**config.mk**
```make
export PLATFORM = sky130hd
export DESIGN_NAME = two_dim_dma_channel_sequencer
export DESIGN_NICKNAME = d
export VERILOG_FILES = /design/src/dma2d_pkg.sv /design/src/two_dim_dma_channel_sequencer.sv
export VERILOG_INCLUDE_DIRS = /design/src
export SDC_FILE = /design/constraint.sdc
export NUM_CORES = 1
export LEC_CHECK = 0
export ABC_AREA = 1
export BUFFER_PORTS_ARGS = -buffer_cell sky130_fd_sc_hd__buf_2
export CAP_MARGIN = 15
export CORE_MARGIN = 2
export CORE_UTILIZATION = 25
export DETAILED_ROUTE_END_ITERATION = 8
export SETUP_SLACK_MARGIN = 0.05
export SYNTH_ARGS = -nofsm -noshare
export SYNTH_HDL_FRONTEND = slang
export SYNTH_SLANG_ARGS = --single-unit
export TNS_END_PERCENT = 1
```
**constraint.sdc**
```tcl
create_clock -name mclk -period 4.7 [get_ports mclk]
set_clock_uncertainty 0.1 [all_clocks]
set_input_delay 0.235 -clock mclk [delete_from_list [all_inputs] [get_ports mclk]]
set_output_delay 0.235 -clock mclk [all_outputs]
set_load 0.02 [all_outputs]
```
**src/dma2d_map.svh**
```systemverilog
`ifndef DMA2D_MAP_SVH
`define DMA2D_MAP_SVH

// x/y count-stride word layout: count in the upper half, stride in the lower
`define CNT_MSB 31
`define CNT_LSB 16
`define STRIDE_MSB 15
`define STRIDE_LSB 0
// channel control word field positions
`define TYPE_MSB 2
`define TYPE_LSB 0
`define INT_BIT 3
`define REQ_MODE_BIT 4
`define CHAIN_BIT 5
`define TWO_DIM_BIT 6
// reset values
`define CTRL_RESET 32'h0000_0000
`define ADDR_RESET 32'h0000_0000
`define COUNT_RESET 32'h0000_0000

`endif

```
**src/dma2d_pkg.sv**
```systemverilog
package dma2d_pkg;
   typedef struct packed {
      logic [31:0] address;
      logic [31:0] x_count_stride;
      logic [31:0] y_count_stride;
      logic [31:0] control;
   } tcb_t;

   typedef struct packed {
      logic valid;
      logic [31:0] address;
      logic last;
   } mem_req_t;

   typedef enum logic [2:0] {
      st_idle = 3'b000,
      st_wait_req = 3'b001,
      st_xphase = 3'b010,
      st_yphase = 3'b011,
      st_drain = 3'b100,
      st_chain = 3'b101
   } seq_state_t;
endpackage

```
**src/two_dim_dma_channel_sequencer.sv**
```systemverilog
`include "dma2d_map.svh"

// Behaviour
// - first phase drives the current address out and starts a memory cycle.
// - the X stride is added to the address in the access cycle.
// - X count decrements per transfer; reaching zero enters second phase, no stride.
// - second phase restores X count from the hidden reload copy.
// - second phase adds the signed Y stride instead of the X stride.
// - Y count decrements; at zero the sequence ends until reloaded.
// - the first transfer happens before any address change, even with zero counts.
// - clearing the two-dimensional enable bit gives one-dimensional behaviour.
// - a cleared transfer type disables the channel and ends the sequence.
// - completion interrupt when enabled, X count reaches zero, last transfer done.
// - internal destination completes only after the last write lands.
// - external destination completes when last element enters fifo or buffer.
// - a software write of zero to a count never raises completion.
// - each channel has its own interrupt line, latched and masked.
// - this channel's interrupt priority is fixed, independent of bus rotation.
// - enabled, unchained, request mode: start on falling request input.
// - enabled, unchained, no request mode: start at once.
// - chaining on: chain-load after each block and start the next.
// - loading an active block into an active channel raises an error.
// - sequence ends when counts reach zero and no chained block follows.
// - pause suspends, clearing resumes; later falling request continues.
// - X register holds count in upper 16 bits, stride in lower 16.
// - Y stride is sign-extended before adding to the 32-bit address.

module two_dim_dma_channel_sequencer #(
   parameter int ADDR_W = 32
) (
   // clock and reset
   input wire logic mclk,
   input wire logic reset,
   // control block load (core or external write; chaining loads through the chain_tcb port)
   input wire logic tcb_load,
   input wire dma2d_pkg::tcb_t tcb_in,
   // pause bit of the dma control register
   input wire logic pause,
   // destination is internal memory when high
   input wire logic dest_internal,
   // external request pin, asynchronous
   input wire logic dma_request_input,
   // memory side
   output dma2d_pkg::mem_req_t mem_req,
   input wire logic mem_ready,
   input wire logic write_landed,
   input wire logic buffer_accepted,
   // chain loading
   output logic chain_load_req,
   input wire logic chain_load_done,
   input wire dma2d_pkg::tcb_t chain_tcb,
   // interrupt latch and mask
   input wire logic irq_mask_reg,
   input wire logic irq_latch_clear,
   output logic irq_latch_reg,
   output logic dma_irq,
   output logic hw_error_irq,
   // status
   output logic dma_status_reg,
   output logic [ADDR_W-1:0] current_address_reg,
   output logic [31:0] x_count_stride_reg,
   output logic [31:0] y_count_stride_reg
);

   // ------------------------------------------------------------------
   // state
   // ------------------------------------------------------------------
   dma2d_pkg::seq_state_t state;
   dma2d_pkg::seq_state_t next_state;
   logic [31:0] channel_control_word;
   logic [15:0] x_count_reload_copy;
   logic req_sync1;
   logic req_sync2;
   logic req_prev;
   logic last_pending;
   logic complete_pending;

   // ------------------------------------------------------------------
   // helpers
   // ------------------------------------------------------------------
   // both counts step down the same way; a zero count wraps on purpose
   function automatic logic [15:0] count_dec(input logic [15:0] c);
      count_dec = c - 16'h0001;
   endfunction

   // ------------------------------------------------------------------
   // decode
   // ------------------------------------------------------------------
   wire [2:0] transfer_type_field =
      channel_control_word[`TYPE_MSB:`TYPE_LSB];
   wire enabled = (transfer_type_field != 3'h0);
   wire irq_enable = channel_control_word[`INT_BIT];
   wire request_mode_enable = channel_control_word[`REQ_MODE_BIT];
   wire chain_enable = channel_control_word[`CHAIN_BIT];
   wire two_dim_enable = channel_control_word[`TWO_DIM_BIT];
   wire [15:0] x_count = x_count_stride_reg[`CNT_MSB:`CNT_LSB];
   wire [15:0] x_stride = x_count_stride_reg[`STRIDE_MSB:`STRIDE_LSB];
   wire [15:0] y_count = y_count_stride_reg[`CNT_MSB:`CNT_LSB];
   wire [15:0] y_stride = y_count_stride_reg[`STRIDE_MSB:`STRIDE_LSB];
   wire req_fall = req_prev & ~req_sync2;
   wire active = (state != dma2d_pkg::st_idle);
   wire load_tcb = tcb_load | (state == dma2d_pkg::st_chain &&
      chain_load_done);
   wire dma2d_pkg::tcb_t new_tcb = tcb_load ? tcb_in : chain_tcb;
   // zero count after the decrement; a zero load just wraps, so one
   // transfer always happens first
   wire [15:0] x_dec = count_dec(x_count);
   wire x_done = (x_dec == 16'h0000);
   wire [15:0] y_dec = count_dec(y_count);
   wire y_done = (y_dec == 16'h0000) || !two_dim_enable;
   // a beat needs the presented cycle, so memory and this block agree
   wire beat = (state == dma2d_pkg::st_xphase) && mem_req.valid &&
      !pause && mem_ready;
   // the cycle is offered only once the address register has settled:
   // one idle cycle after entry and after each beat, traded for never
   // presenting a stale address after an x or y step
   wire next_valid = (state == dma2d_pkg::st_xphase) &&
      (next_state == dma2d_pkg::st_xphase) && !beat && !pause &&
      !load_tcb;
   wire may_go = !request_mode_enable || req_fall;
   wire landed = dest_internal ? write_landed : buffer_accepted;
   wire last_beat = beat && x_done && y_done;

   function automatic logic [ADDR_W-1:0] step(input logic [ADDR_W-1:0] a,
                                              input logic [15:0] s);
      step = a + {{(ADDR_W-16){s[15]}}, s};
   endfunction

   // ------------------------------------------------------------------
   // sequencing
   // ------------------------------------------------------------------
   always_comb begin
      next_state = state;
      unique case (state)
         dma2d_pkg::st_idle: begin
            next_state = dma2d_pkg::st_idle;
         end
         dma2d_pkg::st_wait_req: begin
            if (!pause && may_go) begin
               next_state = dma2d_pkg::st_xphase;
            end
         end
         dma2d_pkg::st_xphase: begin
            if (beat) begin
               if (x_done && y_done) begin
                  next_state = dma2d_pkg::st_drain;
               end else if (x_done) begin
                  next_state = dma2d_pkg::st_yphase;
               end else if (request_mode_enable) begin
                  next_state = dma2d_pkg::st_wait_req;
               end
            end
         end
         dma2d_pkg::st_yphase: begin
            if (!pause) begin
               next_state = request_mode_enable ?
                  dma2d_pkg::st_wait_req : dma2d_pkg::st_xphase;
            end
         end
         dma2d_pkg::st_drain: begin
            if (landed) begin
               next_state = chain_enable ? dma2d_pkg::st_chain :
                  dma2d_pkg::st_idle;
            end
         end
         dma2d_pkg::st_chain: begin
            next_state = dma2d_pkg::st_chain;
         end
         default: begin
            next_state = dma2d_pkg::st_idle;
         end
      endcase
      if (load_tcb) begin
         next_state = dma2d_pkg::st_wait_req;
      end
      if (!enabled && !load_tcb) begin
         next_state = dma2d_pkg::st_idle;
      end
   end

   always_ff @(posedge mclk) begin
      if (reset) begin
         state <= dma2d_pkg::st_idle;
      end else begin
         state <= next_state;
      end
   end

   // ------------------------------------------------------------------
   // control block registers
   // ------------------------------------------------------------------
   always_ff @(posedge mclk) begin
      if (reset) begin
         channel_control_word <= `CTRL_RESET;
         current_address_reg <= ADDR_W'(`ADDR_RESET);
         x_count_stride_reg <= `COUNT_RESET;
         y_count_stride_reg <= `COUNT_RESET;
         x_count_reload_copy <= 16'h0000;
      end else if (load_tcb) begin
         channel_control_word <= new_tcb.control;
         current_address_reg <= new_tcb.address[ADDR_W-1:0];
         x_count_stride_reg <= new_tcb.x_count_stride;
         y_count_stride_reg <= new_tcb.y_count_stride;
         x_count_reload_copy <=
            new_tcb.x_count_stride[`CNT_MSB:`CNT_LSB];
      end else if (beat) begin
         x_count_stride_reg[`CNT_MSB:`CNT_LSB] <= x_dec;
         if (!x_done) begin
            current_address_reg <= step(current_address_reg,
               x_stride);
         end
      end else if (state == dma2d_pkg::st_yphase && !pause) begin
         x_count_stride_reg[`CNT_MSB:`CNT_LSB] <=
            x_count_reload_copy;
         current_address_reg <= step(current_address_reg,
            y_stride);
         y_count_stride_reg[`CNT_MSB:`CNT_LSB] <= y_dec;
      end
   end

   // ------------------------------------------------------------------
   // request synchroniser and memory cycle
   // ------------------------------------------------------------------
   always_ff @(posedge mclk) begin
      if (reset) begin
         req_sync1 <= 1'b1;
         req_sync2 <= 1'b1;
         req_prev <= 1'b1;
      end else begin
         req_sync1 <= dma_request_input;
         req_sync2 <= req_sync1;
         req_prev <= req_sync2;
      end
   end

   always_ff @(posedge mclk) begin
      if (reset) begin
         mem_req <= '0;
      end else begin
         // address held until memory accepts the cycle
         mem_req.valid <= next_valid;
         mem_req.address <= current_address_reg;
         mem_req.last <= x_done && y_done;
      end
   end

   // ------------------------------------------------------------------
   // completion, error and interrupt latch
   // ------------------------------------------------------------------
   // the completion event comes only from a real last beat; a zero write
   // loads registers but never passes through st_drain
   always_ff @(posedge mclk) begin
      if (reset) begin
         last_pending <= 1'b0;
         complete_pending <= 1'b0;
         irq_latch_reg <= 1'b0;
         dma_irq <= 1'b0;
         hw_error_irq <= 1'b0;
         chain_load_req <= 1'b0;
         dma_status_reg <= 1'b0;
      end else begin
         last_pending <= last_beat ? 1'b1 :
            ((landed || !enabled) ? 1'b0 : last_pending);
         complete_pending <= (state == dma2d_pkg::st_drain) && landed &&
            irq_enable && last_pending;
         // set wins over clear; one line per block gives fixed priority
         irq_latch_reg <= complete_pending |
            (irq_latch_reg & ~irq_latch_clear);
         dma_irq <= irq_latch_reg & irq_mask_reg;
         hw_error_irq <= tcb_load && active &&
            (tcb_in.control[`TYPE_MSB:`TYPE_LSB] != 3'h0);
         chain_load_req <= (next_state == dma2d_pkg::st_chain);
         // polling is only meaningful without chaining
         dma_status_reg <= (next_state != dma2d_pkg::st_idle);
      end
   end

endmodule // two_dim_dma_channel_sequencer

```
## Word level (Yosys, flattened, before mapping)

Cells that the tools add are included.
W data, S select, Z words.

| operators by class | value |
|---|---|
| add/sub/neg operators | 4 |
| $mul | 0 |
| div/mod/pow operators | 0 |
| order comparisons | 0 |
| eq/ne operators | 9 |
| shift operators | 0 |
| muxes and demuxes | 26 |
| bitwise gates (word level) | 7 |
| reduce and logical (&&, ||, !) cells | 39 |

Operators by type and width:

| cell | count |
|---|---|
| $mux W128 | 1 |
| $mux W32 | 4 |
| $mux W16 | 6 |
| $add A32 B32 Y32 | 2 |
| $logic_not A16 Y1 | 2 |
| $sub A16 B1 Y16 const B | 2 |
| $mux W3 | 10 |
| $logic_and A1 B1 Y1 | 19 |
| $pmux W3 S5 | 1 |
| $reduce_bool A3 Y1 | 5 |
| $eq A3 B2 Y1 const B | 3 |
| $eq A3 B3 Y1 const B | 3 |
| $logic_not A1 Y1 | 6 |
| $reduce_and A2 Y1 | 2 |
| $reduce_bool A2 Y1 | 2 |
| $and A1 B1 Y1 | 3 |
| $eq A3 B1 Y1 const B | 1 |
| $logic_or A1 B1 Y1 | 3 |
| $mux W1 | 3 |
| $ne A3 B3 Y1 const B | 1 |
| $mux W2 | 1 |
| $ne A2 B2 Y1 const B | 1 |
| $not A1 Y1 | 2 |
| $or A1 B1 Y1 | 2 |

| storage, ports and cells | value |
|---|---|
| register bits | 166 |
| bits in latches | 0 |
| bits in writable memories | 0 |
| bits in read-only memories | 0 |
| bits of input ports | 268 |
| output and inout port bits | 135 |
| word-level logic and storage cells | 106 |
| memories | 0 |

## Depth between registers and ports, before layout

Gate-level depths: netlist of the first run.

| logic depth | value |
|---|---|
| depth in word-level cells | 14 |
| depth in mapped cells | 22 |
| mapped depth without buffers | 20 |

## Worst setup path before layout of the first run

Ideal clock, no wire load.

| timing | value |
|---|---|
| path type | reg-to-reg |
| start | register state[1] |
| end | register current_address_reg[21] |
| library setup time | 0.118 ns |
| arrival | 3.087 ns |
| required time | 4.482 ns |
| setup slack | 1.395 ns |
| cell stages (with the launch flop) | 19 |
| path buffers | 2 |
| period minus slack after synthesis | 3.305 ns |
| cell sequence | dfxtp_1 -> inv_1 -> nor3_2 -> nand4_1 -> inv_2 -> clkbuf_1 -> buf_1 -> nand2_1 -> nand2_1 -> ha_1 -> a21oi_1 -> o21ai_0 -> a21oi_1 -> o21ai_0 -> a21oi_1 -> o21ai_0 -> or2_2 -> nand2_1 -> a21oi_1 |

| on the way | value |
|---|---|
| word-level cells in the longest chain between the ends | 6 |
| elaborated cells between the ends (all ways) | 14 |
| those cells by class | eq/ne: 4; mux: 2; bitwise: 1; reduce/logical: 7 |

RTL lines:

| element | line | text |
|---|---|---|
| start, declared | two_dim_dma_channel_sequencer.sv:68 | `dma2d_pkg::seq_state_t state;` |
| start signal, assigned | two_dim_dma_channel_sequencer.sv:183 | `state <= dma2d_pkg::st_idle;` |
| start signal, assigned | two_dim_dma_channel_sequencer.sv:185 | `state <= next_state;` |
| $eq A3 B2 Y1 | two_dim_dma_channel_sequencer.sv:112 | `wire beat = (state == dma2d_pkg::st_xphase) && mem_req.valid &&` |
| $logic_and A1 B1 Y1 (2 in a row) | two_dim_dma_channel_sequencer.sv:112 |  |
| $logic_and A1 B1 Y1 | two_dim_dma_channel_sequencer.sv:113 | `!pause && mem_ready;` |
| $ne A3 B3 Y1 (no line), or another cell as far along | n/a |  |
| $reduce_and A2 Y1 (no line) / $mux W32 (equally long branches) | n/a |  |
| end signal, assigned | two_dim_dma_channel_sequencer.sv:195 | `` current_address_reg <= ADDR_W'(`ADDR_RESET); `` |
| end signal, assigned | two_dim_dma_channel_sequencer.sv:201 | `current_address_reg <= new_tcb.address[ADDR_W-1:0];` |
| end signal, assigned | two_dim_dma_channel_sequencer.sv:209 | `current_address_reg <= step(current_address_reg,` |
| end, declared | two_dim_dma_channel_sequencer.sv:60 | `output logic [ADDR_W-1:0] current_address_reg,` |

Several ways; a longest one is shown, not always the timed one.
A chain may end at the register's enable or synchronous reset.

## Final worst setup path of the first run

Same ends and word-level chain as after synthesis.

==> impl_metrics.env, run 1 <==
export IMPL_status="finished, final reports clean"
export IMPL_synth_nets=1907
export IMPL_worst_pin_slew_ns=0.9566
export IMPL_worstHoldPathType="primary input to register"
export IMPL_gr_usage_all_layers_pct=19.27
export IMPL_clk_pin_slew_ns=0.07
export IMPL_tritoncts_num_sinks=166
export IMPL_dpl_hpwl_mm=30.06
export IMPL_synthToLayoutAreaGrowth_pct=35.32
export IMPL_initialDrtViolationCount=668
export IMPL_htreeDepth=4
export IMPL_cts_buffer_depth=2
export IMPL_drtPass1Iterations=5
export IMPL_synth_sequential_area_ratio_pct=32.70
export IMPL_critPathCapture="current_address_reg[21]$_SDFFE_PP0P_"
export IMPL_final_layout_size_suffix_gt1_share_pct=21.59
export IMPL_ir_drop_v=0.0002416
export IMPL_critical_path_arrival_ns=4.06
export IMPL_fp_dieW_um=205.6
export IMPL_post_synth_top_area_cell="dfxtp_1"
export IMPL_maxSlewViolCount=0
export IMPL_crit_path_cell_trace="inv_1 -> nor3_2 -> nand4_1 -> inv_2 -> buf_4 -> nand2_1 -> nand2_1 -> ha_1 -> nand2_1 -> nand3_1 -> a21boi_1 -> o21ai_0 -> a21oi_1 -> o21ai_0 -> or2_2 -> nand2_1 -> a21oi_1"
export IMPL_synthFlopType="dfxtp_1"
export IMPL_cap_viol_max_count=0
export IMPL_max_stage_delay_ns=0.38
export IMPL_drt_antenna_violating_nets=0
export IMPL_path_delay_family="simple AND/OR/NAND/NOR gates"
export IMPL_rrSetupSlack_ns=0.87
export IMPL_grt_setup_unrepaired="no"
export IMPL_via_count=12170
export IMPL_grt_pass1_vias=11660
export IMPL_rows=73
export IMPL_r2r_start="state[1]$_SDFF_PP0_"
export IMPL_syn_inst=1603
export IMPL_synth_distinct_cells=43
export IMPL_cp_max_fo=15
export IMPL_syn_area_per_cell_um2=6.340
export IMPL_design_area_um2=13750
export IMPL_crit_reg2reg_capture="current_address_reg[21]$_SDFFE_PP0P_"
export IMPL_cp_num_cells=17
export IMPL_yosysWarnings=0
export IMPL_min_period_over_period_pct=81.49
export IMPL_finalCoreUtilization_pct=34.45
export IMPL_die_height_um=205.6
export IMPL_drt_vias_per_instance=4.827
export IMPL_finish_cell_count_without_fillers=2522
export IMPL_max_slew_margin_pct=36.23
export IMPL_crit_path_end_kind="register"
export IMPL_number_of_buffers_added_on_ports=352
export IMPL_die_outline_area_um2=42280
export IMPL_tritoncts="built"
export IMPL_timing_hold_violations_final=0
export IMPL_top_level_ports=403
export IMPL_reg2reg_depth=17
export IMPL_drc_violations=0
export IMPL_initial_utilization_pct=25.46
export IMPL_cts_root_buffer="clkbuf_16"
export IMPL_setup_tns_final_ns=0
export IMPL_setup_violations=0
export IMPL_routed_wirelength_mm=40.90
export IMPL_fin_hold_ws_ns=0.04710
export IMPL_coreArea_um2=39910
export IMPL_cp_data_required_time_ns=4.93
export IMPL_worst_setup_path_start_kind="register"
export IMPL_maximum_number_of_pins_on_one_net_before_global_route_repair=97
export IMPL_static_leakage_power_nw=6.844
export IMPL_asyncSetResetFlopFracSynth_pct=0
export IMPL_number_of_antenna_violations_at_the_first_check_in_global_routing=0
export IMPL_worst_path_most_repeated_cell="nand2_1"
export IMPL_final_critical_path_required_period_ns=3.830
export IMPL_wl_per_cell_um=16.22
export IMPL_postSynthRegisterBits=166
export IMPL_numPlacedInstances=2410
export IMPL_fillCellCount=4337
export IMPL_clock_fmax_ghz=0.2611
export IMPL_grt_overflow_total=0
export IMPL_placedInstanceArea_um2=12330
export IMPL_path_class="register to register"
export IMPL_synth_cell_area_um2=10160
export IMPL_largest_register="mem_req"
export IMPL_worstSetupStartpoint="state[1]$_SDFF_PP0_"
export IMPL_synth_area_leaders="dfxtp_1 33%, nand2_1 19%, a21oi_1 6.5%"
export IMPL_clk_latency_ns=0.45
export IMPL_final_nets=2289
export IMPL_path_buf_inv=3
export IMPL_cpMaxStageDelayCell="dfxtp_1"
export IMPL_number_of_enable_type_register_cells_in_the_synthesized_netlist=0
export IMPL_max_reg_flops=34
export IMPL_netlist_area_leader_share_pct=32.70
export IMPL_grt_first_pass_wirelength_mm=62.85
export IMPL_pwr_density_cell_nw_per_um2=305.2
export IMPL_routabilityCongestion=0.9122
export IMPL_cts_buffers=17
==> timing repair <==
action                                 in CTS  in global routing
endpoints found under the hold margin      44                  0
setup buffers                               0                  0
hold buffers                               81                  0
gates resized for setup                     0                  0
==> power breakdown <==
part | switching (mW) | total, mW | internal [mW]
Clock | 0.618 | 1.52 | 0.899
Combinational | 0.676 | 1.08 | 0.408
Sequential | 0.0964 | 1.60 | 1.50
==> tightest hold or removal path, cell delays in order <==
cell and delay (ns):
buf_2 0.09, nand2_1 0.12, a31oi_1 0.10
==> Yosys cell counts (5+ instances only) <==
library cell	instances
nand2_1	510
nor4_1	6
nand3_1	52
nor3_1	27
ha_1	35
clkbuf_1	59
inv_2	5
nor2_2	7
nand3b_1	7
buf_1	11
or2_2	7
xor2_1	16
dfxtp_1	166
nand4_1	19
buf_2	6
a31oi_1	69
inv_1	116
xnor2_1	7
nand2_2	5
o211ai_1	5
o21ai_0	109
a21oi_1	132
o21ai_1	29
nor2_1	151
a211oi_1	10
==> final cells by class <==
class	instances	area, um^2	share of cell area (%)
multi-input cells	1233	6037	43.90
diodes	1	2.502	0.01820
flip-flops and latches	166	3323	24.17
repair buffers	445	2665	19.38
well taps	525	656.9	4.777
inverters	122	462.9	3.366
clock inverters	8	150.1	1.092
clock buffers	22	454.2	3.303
==> through the flow <==
step	power (mW)	setup slack, ns
floorplan	2.269	1.395
global placement	2.643	0.9834
detailed placement	2.652	0.8836
CTS	4.249	0.8530
global route	4.431	0.4787
finish	4.198	0.8698
==> worst min path at each step <==
stage,from,cells past startpoint,to
detailed placement,req_sync1$_SDFF_PP1_,1,req_sync2$_SDFF_PP1_
global placement,req_sync1$_SDFF_PP1_,1,req_sync2$_SDFF_PP1_
global route,tcb_in[71],3,x_count_stride_reg[7]$_SDFFE_PP0N_
CTS,tcb_in[71],3,x_count_stride_reg[7]$_SDFFE_PP0N_
finish,tcb_in[71],3,x_count_stride_reg[7]$_SDFFE_PP0N_
floorplan,reset,1,mem_req[16]$_SDFF_PP0_
==> cell usage in the layout, fill, tap and decap left out, drive strengths merged, types with 6 or more instances in the layout <==
master	count
dfxtp	166
nor2	162
nor3	28
o21ai	138
clkbuf	22
nand4	20
a21oi	132
xnor2	7
inv	122
ha	35
dlygate4sd3	81
nand3b	7
buf	364
a211oi	14
nor4	6
xor2	16
nand3	52
a31oi	69
nand2	516
or2	7
==> metal layers <==
layer | wire, um | vias up | part of all wire [%] | global-route usage (%)
li1 | - | 6088 | - | -
met1 | 17850 | 5632 | 44 | 23.92
met2 | 19790 | 408 | 48 | 33.65
met3 | 2396 | 46 | 5.9 | 3.611
met4 | 866 | 0 | 2.1 | 5.755
met5 | 0 | - | 0 | 0
==> kinds of logic after synthesis <==
logic type	share of synthesized area, %
AO/OA/AOI/OAI	20.36
XOR/XNOR	1.982
adder cells (fa/ha/maj)	4.506
buffers and inverters	8.003
flip-flops	32.70
AND/OR/NAND/NOR	32.44
No activity file was read; power rests on OpenSTA's default activity.
==> inputs of run 2 (changes only) <==
ABC_AREA = 0   (was 1)
clock period = 3.1 ns   (was 4.7 ns; I/O delays follow)
==> run 2 against run 1 <==
Net effect: the flow now finishes with violations (negative setup slack); wire length decreased by 12%; maximum frequency shrank 3.8%; flip-flop and latch count unchanged; clock power increased by 44%; combinational power increased by 65%; highest routed layer is now met5; sequential power up 49%; area after synthesis decreased by 4.3%; non-clock buffer count rose by 185; via count shrank 12%; global-route usage fell by 2.2 points.
==> impl_metrics.env, run 2 <==
export IMPL_syn_inst=1159
export IMPL_numPlacedInstances=2113
export IMPL_postSynthRegisterBits=166
export IMPL_final_critical_path_required_period_ns=3.982
export IMPL_syn_area_per_cell_um2=8.387
export IMPL_static_leakage_power_nw=7.134
export IMPL_post_synth_top_area_cell="dfxtp_1"
export IMPL_path_buf_inv=0
export IMPL_cp_data_required_time_ns=3.31
export IMPL_die_outline_area_um2=40480
export IMPL_critical_path_arrival_ns=4.19
export IMPL_initialDrtViolationCount=526
export IMPL_drc_violations=0
export IMPL_yosysWarnings=0
export IMPL_number_of_buffers_added_on_ports=352
export IMPL_drtPass1Iterations=5
export IMPL_maxSlewViolCount=0
export IMPL_grt_setup_unrepaired="yes"
export IMPL_synth_distinct_cells=77
export IMPL_synth_area_leaders="dfxtp_1 34%, mux2i_1 10%, a211oi_1 6.7%"
export IMPL_pwr_density_cell_nw_per_um2=417.8
export IMPL_synthToLayoutAreaGrowth_pct=56.39
export IMPL_rows=72
export IMPL_fin_hold_ws_ns=0.001366
export IMPL_cpMaxStageDelayCell="or3_4"
export IMPL_place_ws_ns=-1.067
export IMPL_post_route_worst_setup_slack_ns=-0.8820
export IMPL_worst_path_most_repeated_cell="a21o_1"
export IMPL_worstHoldPathType="primary input to register"
export IMPL_gr_usage_all_layers_pct=17.05
export IMPL_synth_nets=1463
export IMPL_finalPower_mw=6.351
export IMPL_regArea_um2=3326
export IMPL_top_level_ports=403
export IMPL_drt_vias_per_instance=4.745
export IMPL_max_reg_flops=34
export IMPL_max_slew_margin_pct=49.34
export IMPL_design_area_um2=15200
export IMPL_via_count=10710
export IMPL_layout_common_cells="350 x buf_2, 176 x buf_4, 164 x dfxtp_1, 155 x nor2_1, 97 x mux2i_1"
export IMPL_path_delay_family="compound AO/OA/AOI/OAI gates"
export IMPL_final_layout_size_suffix_gt1_share_pct=38.36
export IMPL_clk_pin_slew_ns=0.07
export IMPL_setup_tns_final_ns=-20.86
export IMPL_cts_buffers=17
export IMPL_failed_checks="negative setup slack"
export IMPL_max_stage_delay_ns=0.41
export IMPL_fillCellCount=3949
export IMPL_final_nets=2030
export IMPL_maximum_number_of_pins_on_one_net_before_global_route_repair=64
export IMPL_placedInstanceArea_um2=13160
export IMPL_mostFrequentLayoutCell="buf_2"
export IMPL_grt_pass1_vias=10350
export IMPL_synthFlopType="dfxtp_1"
export IMPL_synth_cell_area_um2=9721
export IMPL_clk_latency_ns=0.45
export IMPL_coreArea_um2=38560
export IMPL_synth_sequential_area_ratio_pct=34.19
export IMPL_number_of_enable_type_register_cells_in_the_synthesized_netlist=0
export IMPL_netlist_area_leader_share_pct=34.19
export IMPL_timing_hold_violations_final=0
export IMPL_cap_viol_max_count=0
export IMPL_drt_antenna_violating_nets=0
export IMPL_fp_dieW_um=201.2
export IMPL_finalCoreUtilization_pct=39.43
export IMPL_path_class="register to register"
export IMPL_worst_pin_slew_ns=0.7599
export IMPL_grt_overflow_total=0
export IMPL_synth_most_common_cell="dfxtp_1"
export IMPL_area_of_combinational_cells_with_multiple_inputs_um2=6404
export IMPL_crit_path_end_kind="register"
export IMPL_number_of_antenna_violations_at_the_first_check_in_global_routing=2
export IMPL_grt_first_pass_wirelength_mm=55.18
export IMPL_cts_buffer_depth=2
export IMPL_tritoncts_num_sinks=166
export IMPL_status="finished, violations left"
export IMPL_routed_wirelength_mm=35.83
export IMPL_wl_per_cell_um=15.87
export IMPL_die_height_um=201.2
export IMPL_tritoncts="built"
export IMPL_crit_path_cell_trace="nor3b_4 -> nor2b_4 -> and3_4 -> mux2_4 -> ha_2 -> fa_2 -> a21o_1 -> a221o_1 -> a21oi_4 -> nor4_2 -> or3_4 -> a21o_1 -> and2_1 -> o41ai_2 -> o311ai_1"
export IMPL_ir_drop_v=0.0003719
export IMPL_finish_cell_count_without_fillers=2258
export IMPL_cts_root_buffer="clkbuf_16"
export IMPL_synthTopCellsByCount="166 x dfxtp_1, 161 x nor2_1, 97 x mux2i_1"
export IMPL_asyncSetResetFlopFracSynth_pct=0
export IMPL_largest_register="mem_req"
export IMPL_worst_setup_path_start_kind="register"
export IMPL_setup_violations=62
export IMPL_clock_fmax_ghz=0.2511
export IMPL_htreeDepth=4
export IMPL_min_period_over_period_pct=128.5
export IMPL_cp_max_fo=4
export IMPL_initial_utilization_pct=25.21
export IMPL_routabilityCongestion=0.8206
export IMPL_dpl_hpwl_mm=26.26
-- run 2: cell count changes in the layout (fill, tap and decap cells not counted), moves of 23 or more --
cell,before,now
nand2_1,509,62
buf_4,13,176
mux2i_1,0,97
inv_1,113,17
o21ai_0,109,36
a211oi_1,10,79
a31oi_1,69,6
a21oi_1,131,77
nor2b_1,0,46
nand3_1,52,11
o21ai_1,29,6
-- run 2: final cells by class --
type	instances	share of cell area (%)
Multi-Input combinational cell	894	42.12
Timing Repair Buffer	630	27.42
Inverter	17	0.4198
Clock buffer	19	2.914
Clock inverter	13	0.9630
Antenna cell	1	0.01646
Tap cell	518	4.263
Sequential cell	166	21.88
-- run 2: final timing paths --
| path | startpoint | to | slack [ns] | cells past startpoint |
|---|---|---|---|---|
| worst max-delay path | state[1]$_SDFF_PP0_ | current_address_reg[24]$_SDFFE_PP0P_ | -0.88 | 15 |
| worst min-delay path | tcb_in[3] | channel_control_word[3]$_SDFFE_PP0N_ | 0.001 | 3 |
| worst max register to register | state[1]$_SDFF_PP0_ | current_address_reg[24]$_SDFFE_PP0P_ | -0.88 | 15 |
| worst min register to register | req_sync1$_SDFF_PP1_ | req_sync2$_SDFF_PP1_ | 0.32 | 1 |
-- run 2: kinds of logic (layout without fill, tap and decap cells) --
kind of cell,count (synthesis),in the layout,share of synthesized area [%]
mux,115,115,12.07
simple gates,385,385,19.18
compound gates,305,305,21.06
other cells,0,1,0
buf+inv,99,679,4.016
flops,166,166,34.19
xor+xnor,53,53,4.775
fa+ha+maj,36,36,4.711
-- run 2: per-layer routing --
layer  global-route usage [%]  wire length [um]  vias to the layer above
met4                    5.541               810                        2
met1                    20.94             15730                     5032
met2                    29.78             17580                      274
met5                        0                13                        -
met3                    3.450              1688                       57
li1                         -                 -                     5349
-- run 2: power breakdown --
group | switching [mW] | internal [mW]
Combinational | 0.920 | 0.856
Clock | 0.966 | 1.22
Sequential | 0.118 | 2.27
-- run 2: worst register-to-register path, delay by kind of cell, from the launching register on --
kind            cells  cell delay [ns]
fa+ha+maj           2             0.54
mux                 1             0.31
simple gates        6             1.27
compound gates      6             1.31
flops               1             0.33
-- run 2: what timing repair did --
action                     CTS  global route
setup endpoints to repair   31            69
buffers inserted            16             1
hold buffers                93             2
hold endpoints to repair    63             2
gates resized for setup     48            35
gates cloned                 0             0
pin swaps                   30            24
